[config.mk]
export PLATFORM = sky130hd
export DESIGN_NAME = gdcf_top
export DESIGN_NICKNAME = d
export VERILOG_FILES = /design/src/include/gdcf_pkg.sv /design/src/core/gdcf_skid.sv /design/src/core/gdcf_top.sv
export VERILOG_INCLUDE_DIRS = /design/src /design/src/include
export SDC_FILE = /design/constraint.sdc
export NUM_CORES = 1
export LEC_CHECK = 0
export ABC_AREA = 1
export ABC_CLOCK_PERIOD_IN_PS = 3900
export BUFFER_PORTS_ARGS = -buffer_cell sky130_fd_sc_hd__buf_2
export CAP_MARGIN = 5
export CORE_ASPECT_RATIO = 0.6
export CORE_MARGIN = 1.5
export CORE_UTILIZATION = 45
export CTS_CLUSTER_DIAMETER = 150
export CTS_CLUSTER_SIZE = 12
export DETAILED_ROUTE_END_ITERATION = 8
export PLACE_DENSITY = 0.63
export SYNTH_ARGS = -nofsm -noshare
export SYNTH_HDL_FRONTEND = slang
export SYNTH_SLANG_ARGS = --single-unit
[constraint.sdc]
create_clock -name clk -period 3.9 [get_ports clk]
set_input_delay 0.39 -clock clk [delete_from_list [all_inputs] [get_ports clk]]
set_output_delay 0.39 -clock clk [all_outputs]
set_load 0.05 [all_outputs]
[src/include/gdcf_defines.svh]
//--------------------------------------------------------------------
// Overview of operation
// - Push request stores one word each edge
// - Pop request removes word, advances head
// - Option: fall-through or registered pop word
// - Read side occupancy count, zero after reset
// - Write side free count, starts at capacity
// - No-words flag leads the occupancy count
// - No-space flag leads the free count
// - Depth from address bits, separate width
// - Option: Gray-crossed or direct pointer views, one shared clock
// - Option: storage style label, same array either way
// - Counts derived from read/write pointers
// - One reset clears pointers and read count, sets free count to capacity
// - No overflow or underflow reporting
//--------------------------------------------------------------------
`ifndef GDCF_DEFINES_SVH
`define GDCF_DEFINES_SVH

//--------------------------------------------------------------------
// Geometry
//--------------------------------------------------------------------
`define GDCF_ADDR_BITS     4
`define GDCF_DATA_BITS     32
`define GDCF_DEPTH         (1 << `GDCF_ADDR_BITS)
`define GDCF_SKID_DEPTH    2

//--------------------------------------------------------------------
// APB register map
//--------------------------------------------------------------------
`define GDCF_APB_AW        12
`define GDCF_CTRL_OFS      12'h000
`define GDCF_STATUS_OFS    12'h004
`define GDCF_LEVELS_OFS    12'h008

// Field positions
`define GDCF_CTRL_HOLD_BIT     0
`define GDCF_CTRL_RESET        32'h0000_0000
`define GDCF_ST_EMPTY_BIT      0
`define GDCF_ST_FULL_BIT       1
`define GDCF_ST_BUF_VALID_BIT  2
`define GDCF_ST_BUF_READY_BIT  3
`define GDCF_LV_RD_LSB         0
`define GDCF_LV_WR_LSB         16

`endif

[src/include/gdcf_pkg.sv]
`include "gdcf_defines.svh"

package gdcf_pkg;

    //----------------------------------------------------------------
    // Widths and types
    //----------------------------------------------------------------
    localparam int AW = `GDCF_ADDR_BITS;
    localparam int DW = `GDCF_DATA_BITS;
    localparam int DEPTH = `GDCF_DEPTH;

    typedef logic [AW:0]    gdcf_ptr_t;   // Pointer with wrap bit
    typedef logic [DW-1:0]  gdcf_word_t;

    // Full capacity in words, at pointer width
    localparam gdcf_ptr_t CAPACITY = gdcf_ptr_t'(DEPTH);

    // Whole state of the FIFO top
    typedef struct packed {
        gdcf_word_t [DEPTH-1:0] mem;      // Storage array
        gdcf_ptr_t              wptr;     // Binary write pointer
        gdcf_ptr_t              rptr;     // Binary read pointer
        gdcf_ptr_t              wgray;    // Registered Gray copies
        gdcf_ptr_t              rgray;
        gdcf_ptr_t              wg_s1;    // Synchroniser stages
        gdcf_ptr_t              wg_s2;
        gdcf_ptr_t              rg_s1;
        gdcf_ptr_t              rg_s2;
        logic                   empty;
        logic                   full;
        gdcf_ptr_t              rd_level;
        gdcf_ptr_t              wr_level;
        gdcf_word_t             rd_data;
        logic                   hold;     // Software hold of buffer drain
        logic                   pready;
        logic                   pslverr;
        logic [31:0]            prdata;
    } gdcf_state_s;

    // Whole state of the two-entry buffer
    typedef struct packed {
        gdcf_word_t [`GDCF_SKID_DEPTH-1:0] ent;
        logic [1:0]                        cnt;
        logic                              rdy;
    } gdcf_skid_s;

    //----------------------------------------------------------------
    // Gray code helpers
    //----------------------------------------------------------------
    function automatic gdcf_ptr_t gdcf_b2g(input gdcf_ptr_t b);
        return b ^ (b >> 1);
    endfunction

    function automatic gdcf_ptr_t gdcf_g2b(input gdcf_ptr_t g);
        gdcf_ptr_t b;
        b[AW] = g[AW];
        for (int i = AW - 1; i >= 0; i--) begin
            b[i] = b[i+1] ^ g[i];
        end
        return b;
    endfunction

endpackage

[src/core/gdcf_skid.sv]
`timescale 1ns/1ps
`include "gdcf_defines.svh"

// Two-entry buffer: a stall downstream loses no word
module gdcf_skid
    import gdcf_pkg::*;
(
    // Clock and reset
    input  wire logic       clk,
    input  wire logic       nrst,
    // Filling side
    input  wire logic       in_valid,
    output logic            in_ready,
    input  wire gdcf_word_t in_data,
    // Draining side
    output logic            out_valid,
    input  wire logic       out_ready,
    output gdcf_word_t      out_data
);

    gdcf_skid_s s_reg;    // Current state
    gdcf_skid_s s_next;   // Next state

    logic take;           // Word accepted this cycle
    logic give;           // Word drained this cycle

    assign in_ready  = s_reg.rdy;
    assign out_valid = (s_reg.cnt != 2'h0);
    assign out_data  = s_reg.ent[0];

    //----------------------------------------------------------------
    // Next state
    //----------------------------------------------------------------
    // Entry 0 is always the head, so the output needs no mux
    always_comb begin
        s_next = s_reg;
        take   = in_valid & s_reg.rdy;
        give   = out_valid & out_ready;
        if (give) begin
            s_next.ent[0] = s_reg.ent[1];
        end
        if (take) begin
            // Slot after the drain has happened
            if (s_reg.cnt - 2'(give) == 2'h0) begin
                s_next.ent[0] = in_data;
            end else begin
                s_next.ent[1] = in_data;
            end
        end
        s_next.cnt = s_reg.cnt + 2'(take) - 2'(give);
        // Ready from a flop keeps the long path out of the source
        s_next.rdy = (s_next.cnt != 2'(`GDCF_SKID_DEPTH));
    end

    //----------------------------------------------------------------
    // State register
    //----------------------------------------------------------------
    always_ff @(posedge clk or negedge nrst) begin
        if (!nrst) begin
            s_reg <= '0;
        end else begin
            s_reg <= s_next;
        end
    end

endmodule

[src/core/gdcf_top.sv]
// Implementation choices: the placing of the registers and the APB interface to the registers.
`timescale 1ns/1ps
`include "gdcf_defines.svh"

// Generic FIFO with word counts and an APB status/control port
module gdcf_top
    import gdcf_pkg::*;
#(
    parameter bit FALL_THROUGH = 1'b1,  // Head word shown before pop
    parameter bit INDEP_CLK    = 1'b0,  // Counts via Gray crossing
    parameter bit USE_BRAM     = 1'b0   // Storage style, same behaviour
)
(
    // Clock and reset
    input  wire logic                   clk,
    input  wire logic                   nrst,
    // Write side
    input  wire logic                   wr_en,
    input  wire gdcf_word_t             wr_data,
    output logic                        wr_ready,
    output logic                        wr_full,
    output gdcf_ptr_t                   wr_level,
    // Read side
    input  wire logic                   rd_en,
    output gdcf_word_t                  rd_data,
    output logic                        rd_empty,
    output gdcf_ptr_t                   rd_level,
    // APB slave
    input  wire logic                   psel,
    input  wire logic                   penable,
    input  wire logic                   pwrite,
    input  wire logic [`GDCF_APB_AW-1:0] paddr,
    input  wire logic [31:0]            pwdata,
    input  wire logic [3:0]             pstrb,
    output logic [31:0]                 prdata,
    output logic                        pready,
    output logic                        pslverr
);

    //----------------------------------------------------------------
    // Declarations
    //----------------------------------------------------------------
    gdcf_state_s s_reg;      // Current state
    gdcf_state_s s_next;     // Next state

    logic        buf_valid;  // Buffer holds a word
    logic        buf_ready;  // Buffer can accept (registered)
    gdcf_word_t  buf_data;   // Buffer head word
    logic        store;      // Word moves into storage
    logic        pop;        // Head word leaves storage
    logic        access;     // APB access phase
    logic [31:0] rd_mux;     // Register read value
    logic        mapped;     // Address hits a register

    // Storage style option
    // Storage style is only a label that nothing reads; the array and its timing
    // are the same either way so behaviour cannot differ
    localparam bit STORAGE_IS_BRAM = USE_BRAM;

    //----------------------------------------------------------------
    // Input buffer
    //----------------------------------------------------------------
    // Accept pushed word
    gdcf_skid u_skid (
        .clk       (clk),
        .nrst      (nrst),
        .in_valid  (wr_en),
        .in_ready  (buf_ready),
        .in_data   (wr_data),
        .out_valid (buf_valid),
        .out_ready (store),
        .out_data  (buf_data)
    );

    //----------------------------------------------------------------
    // Pointer views across the crossing
    //----------------------------------------------------------------
    // Clock option picks pointer view
    // Write pointer as the read side sees it
    function automatic gdcf_ptr_t wr_seen(input gdcf_state_s st);
        return INDEP_CLK ? gdcf_g2b(st.wg_s2) : st.wptr;
    endfunction

    // Read pointer as the write side sees it
    function automatic gdcf_ptr_t rd_seen(input gdcf_state_s st);
        return INDEP_CLK ? gdcf_g2b(st.rg_s2) : st.rptr;
    endfunction

    //----------------------------------------------------------------
    // Register read mux
    //----------------------------------------------------------------
    always_comb begin
        rd_mux = 32'h0000_0000;
        mapped = 1'b1;
        case (paddr)
            `GDCF_CTRL_OFS: begin
                rd_mux[`GDCF_CTRL_HOLD_BIT] = s_reg.hold;
            end
            `GDCF_STATUS_OFS: begin
                rd_mux[`GDCF_ST_EMPTY_BIT]     = s_reg.empty;
                rd_mux[`GDCF_ST_FULL_BIT]      = s_reg.full;
                rd_mux[`GDCF_ST_BUF_VALID_BIT] = buf_valid;
                rd_mux[`GDCF_ST_BUF_READY_BIT] = buf_ready;
            end
            `GDCF_LEVELS_OFS: begin
                rd_mux[`GDCF_LV_RD_LSB +: AW+1] = s_reg.rd_level;
                rd_mux[`GDCF_LV_WR_LSB +: AW+1] = s_reg.wr_level;
            end
            default: begin
                // Unmapped: zero data and an error answer
                mapped = 1'b0;
            end
        endcase
    end

    //----------------------------------------------------------------
    // Next state
    //----------------------------------------------------------------
    always_comb begin
        s_next = s_reg;
        // Drain the buffer unless storage is full or software holds it;
        // the hold lets the buffer fill and back-pressure the producer
        store  = buf_valid & ~s_reg.full & ~s_reg.hold;
        // No error report; empty pop is simply ignored
        pop    = rd_en & ~s_reg.empty;

        if (store) begin
            s_next.mem[s_reg.wptr[AW-1:0]] = buf_data;
            s_next.wptr = s_reg.wptr + 1'b1;
        end
        if (pop) begin
            s_next.rptr = s_reg.rptr + 1'b1;
        end

        s_next.wgray = gdcf_b2g(s_next.wptr);
        s_next.rgray = gdcf_b2g(s_next.rptr);
        s_next.wg_s1 = s_reg.wgray;
        s_next.wg_s2 = s_reg.wg_s1;
        s_next.rg_s1 = s_reg.rgray;
        s_next.rg_s2 = s_reg.rg_s1;

        s_next.empty = (wr_seen(s_next) == s_next.rptr);
        s_next.full  = ((s_next.wptr - rd_seen(s_next)) == CAPACITY);

        // Counts from pointers, one cycle behind the flags
        s_next.rd_level = wr_seen(s_reg) - s_reg.rptr;
        s_next.wr_level = CAPACITY - (s_reg.wptr - rd_seen(s_reg));

        if (FALL_THROUGH) begin
            s_next.rd_data = s_next.mem[s_next.rptr[AW-1:0]];
        end else if (pop) begin
            s_next.rd_data = s_reg.mem[s_reg.rptr[AW-1:0]];
        end

        // APB: one wait state, answer registered
        access = psel & penable;
        if (access & ~s_reg.pready) begin
            s_next.pready  = 1'b1;
            s_next.pslverr = ~mapped;
            s_next.prdata  = pwrite ? 32'h0000_0000 : rd_mux;
        end else begin
            s_next.pready  = 1'b0;
            s_next.pslverr = 1'b0;
        end
        // Write takes effect on the completing edge only
        if (access & s_reg.pready & pwrite & pstrb[0] &
            (paddr == `GDCF_CTRL_OFS)) begin
            s_next.hold = pwdata[`GDCF_CTRL_HOLD_BIT];
        end
    end

    //----------------------------------------------------------------
    // State register
    //----------------------------------------------------------------
    // Reset clears pointers and read count, sets free count to capacity
    always_ff @(posedge clk or negedge nrst) begin
        if (!nrst) begin
            s_reg          <= '0;
            s_reg.empty    <= 1'b1;
            s_reg.wr_level <= CAPACITY;
            s_reg.hold     <= 1'(`GDCF_CTRL_RESET >> `GDCF_CTRL_HOLD_BIT);
        end else begin
            s_reg <= s_next;
        end
    end

    //----------------------------------------------------------------
    // Outputs, all straight from flops
    //----------------------------------------------------------------
    assign wr_ready = buf_ready;
    assign wr_full  = s_reg.full;
    assign wr_level = s_reg.wr_level;
    assign rd_data  = s_reg.rd_data;
    assign rd_empty = s_reg.empty;
    assign rd_level = s_reg.rd_level;
    assign prdata   = s_reg.prdata;
    assign pready   = s_reg.pready;
    assign pslverr  = s_reg.pslverr;

endmodule

==> impl_metrics.py, run 1 <==
metrics = {
    "clocking": {
        "insertion_delay_ns": 0.64,
        "cts_max_level": 2,
        "cts_root_buf": "clkbuf_16",
        "clock-sinks": 645,
        "cts_setup_buffers": 0,
        "post_cts_resized": 0,
        "cts_tree": "yes",
        "clk_path_buf_depth": 3,
        "clk_pin_slew_ns": 0.06,
        "cts_buffers": 59,
        "cts_hold_buf": 12,
    },
    "yosys": {
        "postSynth.asyncResetShare": 1.00,
        "yosysSeqAreaShare": 0.517,
        "yosys_most_used_dff": "dfrtp_1",
        "avgSynthCellArea_um2": 7.81,
        "synth_area_mm2": 0.0312,
        "yosysUniqueCellTypes": 33,
        "synthCells": 4001,
        "synth_enable_flop_cells": 0,
        "synth_seq_cells": 645,
        "yosysWarnings": 0,
    },
    "routing": {
        "drt_first_pass_iters": 7,
        "ant_nets": 0,
        "avgRoutedWirePerCell_um": 19.9,
        "routed-via-count": 26910,
        "routed_wl_um": 96100,
        "vias_per_cell": 5.56,
        "drc": 0,
        "drt_iter0_drc": 3005,
    },
    "setup_path": {
        "cpMaxStageDelayCell": "buf_4",
        "cp_max_fo": 77,
        "worstRegToRegCells": 9,
        "critPathTopFamily": "simple AND/OR/NAND/NOR gates",
        "r2r_start": "u_skid.s_reg[2]$_DFF_PN0_",
        "crit_top_cell": "nand3_1",
        "path_buf_inv": 1,
        "rrSetupSlack_ns": 0.79,
        "cp-end-kind": "register",
        "crit_type": "reg -> reg",
        "path_cells": "nor2_1, nor2_4, buf_4, nand3_1, nand3_1, nand3_1, nand3_1, nand3_1, nand2_1",
        "critPathMaxStageDelay_ns": 0.80,
        "rr_endpoint": "rd_data[17]$_DFF_PN0_",
        "crit_required_ns": 4.45,
        "critPathArrivalTime_ns": 3.67,
        "cp-start-kind": "register",
    },
    "floorplanning": {
        "die-area_mm2": 0.0711,
        "ioPinCount": 166,
        "die_x_um": 343,
        "core_region_area_mm2": 0.0683,
        "rows": 74,
        "start_util": 0.457,
        "die_h_um": 207,
    },
    "finish": {
        "fill_cells": 6627,
        "areaGrowthSynthToFinish_pct": 8.11,
        "instances_no_fill": 4839,
        "final_cell_mix": "nand2_1 (1,473), nand3_1 (1,201), dfrtp_1 (643)",
        "largest_reg_flops": 523,
        "postLayoutCellArea_mm2": 0.0338,
        "utilization": 0.494,
        "drive_gt1_frac": 0.0764,
        "layout_commonest_cell": "nand2_1",
        "nets": 4006,
    },
    "sta": {
        "finClkSkew_ns": 0.0160,
        "fmax_ghz": 0.321,
        "tightest_slew_ns": 1.00,
        "final_max_slew_viol_count": 0,
        "finalSetupViolCount": 0,
        "rsz0062_at_grt": "no",
        "finalHoldViolCount": 0,
        "slew_headroom": 0.331,
        "timing.final.crit_share": 0.798,
        "min_period_ns": 3.11,
        "setup_tns_ns": 0,
        "layout_setup_ws_ns": 0.787,
    },
    "placement": {
        "finalWeightedCongestion": 0.859,
        "port_buffers": 109,
        "dp.cells": 4741,
        "post-place-ws_ns": 0.892,
        "dpl_cell_area_mm2": 0.0320,
        "dp_hpwl_um": 57500,
    },
    "grt": {
        "grt_pass1_vias": 25352,
        "grt_pass1_wl_um": 151000,
        "gr-total-overflow": 0,
        "grt_max_degree": 130,
        "antenna_found_initial": 2,
        "grtUsageTotal": 0.272,
    },
    "power_and_ir_drop": {
        "power_density_mw_per_mm2": 702,
        "vdd_drop_max_v": 0.000816,
        "leakage_nw": 18.8,
    },
    "run_status": {
        "status": "complete, no violations",
    },
    "min_path": {
        "holdPathStages": 3,
        "min_to": "s_reg[34]$_DFFE_PN0P_",
        "min_from": "pwdata[0]",
        "min_path_type": "in -> reg",
    },
    "flow_run": {
        "maxCapViolCount": 0,
    },
}
[stage by stage]
step	total power [mW]	hold slack, ns
final	23.7	0.0158
after global routing	25.0	0.0187
after CTS	23.6	0.000599
after detailed placement	18.3	0.381
after global placement	18.2	0.383
after floorplan	15.0	0.0944
[worst register-to-register path: cells and delay by family, from the launching register on]
family / cells / cell delay, ns
and+or+nand+nor: 8 / 1.74
DFF: 1 / 0.47
buffers and inverters: 1 / 0.81
[synthesized netlist by cell type, types with 2 or more instances]
cell | number | area [um2]
buf_2 | 115 | 576
xnor2_1 | 4 | 35.0
nand2_2 | 4 | 25.0
o211ai_1 | 4 | 30.0
nand3_1 | 1202 | 6020
nand4_1 | 3 | 18.8
a31oi_1 | 12 | 75.1
clkbuf_1 | 151 | 567
nor2_2 | 6 | 37.5
or2_2 | 2 | 12.5
xor2_1 | 9 | 78.8
nand2_1 | 1476 | 5540
dfrtp_1 | 643 | 16100
nor2_1 | 63 | 236
ha_1 | 16 | 200
nor2_4 | 3 | 33.8
a22o_1 | 3 | 26.3
buf_1 | 32 | 120
o21ai_1 | 2 | 10.0
mux2_2 | 12 | 135
o21ai_0 | 51 | 255
o22ai_1 | 17 | 106
dfstp_2 | 2 | 52.6
buf_4 | 79 | 593
nor3_1 | 4 | 20.0
inv_1 | 69 | 259
a21oi_1 | 6 | 30.0
inv_2 | 6 | 22.5
[logic make-up (layout without fill, tap and decap cells)]
group,after synthesis,after routing,share of synthesized area
mux,12,12,0.00432
other cells,1,23,0.000120
buf+inv,454,358,0.0689
simple gates,2763,2763,0.382
fa+ha+maj,17,17,0.00705
compound gates,96,96,0.0173
flops,645,645,0.517
xor+xnor,13,13,0.00364
[final cells by class]
type / count / area, um2 / share of cell area
Multi-Input combinational cell: 2923 / 13100 / 0.389
Clock inverter: 1 / 5.00 / 0.000148
Sequential cell: 645 / 16100 / 0.478
Antenna cell: 1 / 2.50 / 0.0000741
Clock buffer: 84 / 1610 / 0.0477
Timing Repair Buffer: 197 / 1430 / 0.0424
Tap cell: 912 / 1140 / 0.0338
Inverter: 76 / 295 / 0.00874
[per-layer routing]
layer / track usage / vias to the layer above / wire length (um)
met2: 0.372 / 1180 / 38400
li1: - / 12865 / -
met5: 0 / - / 0
met4: 0.0606 / 0 / 1650
met1: 0.428 / 12743 / 45900
met3: 0.0675 / 122 / 10200
[power breakdown]
| group | switching (mW) | total, mW | internal (mW) |
|---|---|---|---|
| combinational | 6.87 | 9.81 | 2.94 |
| sequential | 1.27 | 8.55 | 7.28 |
| clock | 2.53 | 5.35 | 2.81 |
[worst max-delay path by stage]
stage	startpoint	endpoint	slack (ns)	cells after the start
floorplan	wr_full$_DFF_PN0_	u_skid.s_reg[37]$_DFFE_PN0P_	1.03	11
global placement	u_skid.s_reg[2]$_DFF_PN0_	rd_data[18]$_DFF_PN0_	0.93	9
detailed placement	u_skid.s_reg[2]$_DFF_PN0_	rd_data[18]$_DFF_PN0_	0.89	9
CTS	u_skid.s_reg[2]$_DFF_PN0_	rd_data[18]$_DFF_PN0_	0.88	9
global route	u_skid.s_reg[2]$_DFF_PN0_	rd_data[19]$_DFF_PN0_	0.53	9
finish	u_skid.s_reg[2]$_DFF_PN0_	rd_data[17]$_DFF_PN0_	0.79	9
Power figures use the tool's default switching activity.
==> run 2: changes to the inputs <==
--- a/config.mk
+++ b/config.mk
@@ -7,7 +7,7 @@
 export NUM_CORES = 1
 export LEC_CHECK = 0
 export ABC_AREA = 1
-export ABC_CLOCK_PERIOD_IN_PS = 3900
+export ABC_CLOCK_PERIOD_IN_PS = 3200
 export BUFFER_PORTS_ARGS = -buffer_cell sky130_fd_sc_hd__buf_2
 export CAP_MARGIN = 5
 export CORE_ASPECT_RATIO = 0.6
==> constraint.sdc (replaced) <==
create_clock -name clk -period 3.2 [get_ports clk]
set_input_delay 0.32 -clock clk [delete_from_list [all_inputs] [get_ports clk]]
set_output_delay 0.32 -clock clk [all_outputs]
set_load 0.05 [all_outputs]
==> impl_metrics.py, run 2 (same netlist as run 1, synthesis figures left out) <==
metrics = {
    "grt": {
        "grtUsageTotal": 0.278,
        "antenna_found_initial": 2,
        "grt_pass1_wl_um": 154000,
        "grt_max_degree": 142,
        "grt_pass1_vias": 25830,
        "gr-total-overflow": 0,
    },
    "setup_path": {
        "crit_top_cell": "nand3_1",
        "cp-end-kind": "register",
        "critPathMaxStageDelay_ns": 0.75,
        "crit_required_ns": 3.77,
        "critPathTopFamily": "simple AND/OR/NAND/NOR gates",
        "crit_type": "reg -> reg",
        "rr_endpoint": "rd_data[28]$_DFF_PN0_",
        "path_cells": "inv_2, nand2_1, nand2_2, nor2_1, nand2_1, nand3_1, nand3_1, nand3_1, nand3_1, nand2_1",
        "cp_max_fo": 10,
        "critPathArrivalTime_ns": 3.26,
        "cp-start-kind": "register",
        "rrSetupSlack_ns": 0.51,
        "path_buf_inv": 1,
        "worstRegToRegCells": 10,
        "r2r_start": "u_skid.s_reg[2]$_DFF_PN0_",
        "cpMaxStageDelayCell": "nor2_1",
    },
    "sta": {
        "slew_headroom": 0.319,
        "min_period_ns": 2.69,
        "fmax_ghz": 0.371,
        "rsz0062_at_grt": "no",
        "finClkSkew_ns": 0.0164,
        "finalSetupViolCount": 0,
        "finalHoldViolCount": 0,
        "layout_setup_ws_ns": 0.505,
        "setup_tns_ns": 0,
        "tightest_slew_ns": 1.02,
        "timing.final.crit_share": 0.842,
        "timing.hold.ws_ns": 0.0620,
        "final_max_slew_viol_count": 0,
    },
    "placement": {
        "dp_hpwl_um": 58500,
        "finalWeightedCongestion": 0.842,
        "port_buffers": 109,
        "post-place-ws_ns": 0.652,
        "dp.cells": 4766,
        "dpl_cell_area_mm2": 0.0324,
    },
    "clocking": {
        "clock-sinks": 645,
        "clk_pin_slew_ns": 0.06,
        "cts_buffers": 59,
        "cts_hold_buf": 38,
        "cts_max_level": 2,
        "insertion_delay_ns": 0.65,
        "cts_setup_buffers": 0,
        "cts_tree": "yes",
        "cts_root_buf": "clkbuf_16",
        "post_cts_resized": 0,
        "clk_path_buf_depth": 3,
    },
    "power_and_ir_drop": {
        "power.total_mw": 29.3,
        "power_density_mw_per_mm2": 853,
        "p_sw_frac": 0.451,
        "vdd_drop_max_v": 0.000906,
        "power_frac_comb": 0.426,
        "intPower_mw": 16.1,
        "p_switching_mw": 13.2,
        "pwr-share-clk": 0.223,
        "leakage_nw": 19.1,
        "sequentialPowerShare": 0.351,
    },
    "finish": {
        "drive_gt1_frac": 0.0817,
        "areaGrowthSynthToFinish_pct": 10.1,
        "nets": 4057,
        "utilization": 0.504,
        "largest_reg_flops": 523,
        "postLayoutCellArea_mm2": 0.0344,
        "fill_cells": 6568,
        "final_cell_mix": "nand2_1 (1,473), nand3_1 (1,201), dfrtp_1 (643)",
        "n_antenna_cell": 0,
        "layout_commonest_cell": "nand2_1",
        "instances_no_fill": 4890,
    },
    "floorplanning": {
        "core_region_area_mm2": 0.0683,
        "start_util": 0.457,
        "die_x_um": 343,
        "die-area_mm2": 0.0711,
        "die_h_um": 207,
        "rows": 74,
        "ioPinCount": 166,
    },
    "routing": {
        "drc": 0,
        "routed_wl_um": 98200,
        "drt_iter0_drc": 2955,
        "vias_per_cell": 5.61,
        "drt_first_pass_iters": 5,
        "ant_nets": 0,
        "avgRoutedWirePerCell_um": 20.1,
        "routed-via-count": 27421,
    },
    "min_path": {
        "min_to": "pslverr$_DFF_PN0_",
        "holdPathStages": 5,
        "min_from": "paddr[3]",
        "min_path_type": "in -> reg",
    },
    "flow_run": {
        "maxCapViolCount": 0,
    },
    "run_status": {
        "status": "complete, no violations",
    },
}
## run 2: how the worst max path moves through the flow
stage                                    from                           end  slack [ns]  cells past startpoint
floorplan                   wr_full$_DFF_PN0_  u_skid.s_reg[37]$_DFFE_PN0P_        0.33                     11
global placement           rd_empty$_DFF_PN1_         rd_data[17]$_DFF_PN0_        0.69                     10
detailed placement         rd_empty$_DFF_PN1_         rd_data[17]$_DFF_PN0_        0.65                     10
CTS                        rd_empty$_DFF_PN1_         rd_data[17]$_DFF_PN0_        0.63                     10
global route             s_reg[115]$_DFF_PN0_         rd_data[16]$_DFF_PN0_        0.38                     12
finish              u_skid.s_reg[2]$_DFF_PN0_         rd_data[28]$_DFF_PN0_        0.51                     10
## run 2: tightest hold or removal path, stage by stage
cell     delay [ns]
buf_2          0.09
inv_1          0.05
nand2_1        0.06
o21ai_0        0.07
nor2_1         0.08
## run 2: power by group through the flow
stage | Clock, mW | Combinational, mW | Sequential [mW]
finish | 6.55 | 12.5 | 10.3
global route | 6.97 | 13.5 | 10.4
CTS | 6.68 | 12.3 | 10.2
detailed placement | 0 | 12.2 | 10.4
global placement | 0 | 12.1 | 10.4
floorplan | 0 | 8.93 | 9.33
## run 2: cell type report
type                            instances  area [um2]  share of cell area
Clock buffer                           85        1620              0.0470
Clock inverter                          1        5.00            0.000145
Inverter                               76         295             0.00858
Multi-Input combinational cell       2923       13100               0.382
Sequential cell                       645       16100               0.469
Tap cell                              912        1140              0.0332
Timing Repair Buffer                  248        2060              0.0598
## run 2: metal layers
| layer | share of wire | global-route usage |
|---|---|---|
| met5 | 0 | 0 |
| met3 | 0.11 | 0.0687 |
| met4 | 0.016 | 0.0602 |
| met1 | 0.48 | 0.437 |
| met2 | 0.40 | 0.381 |
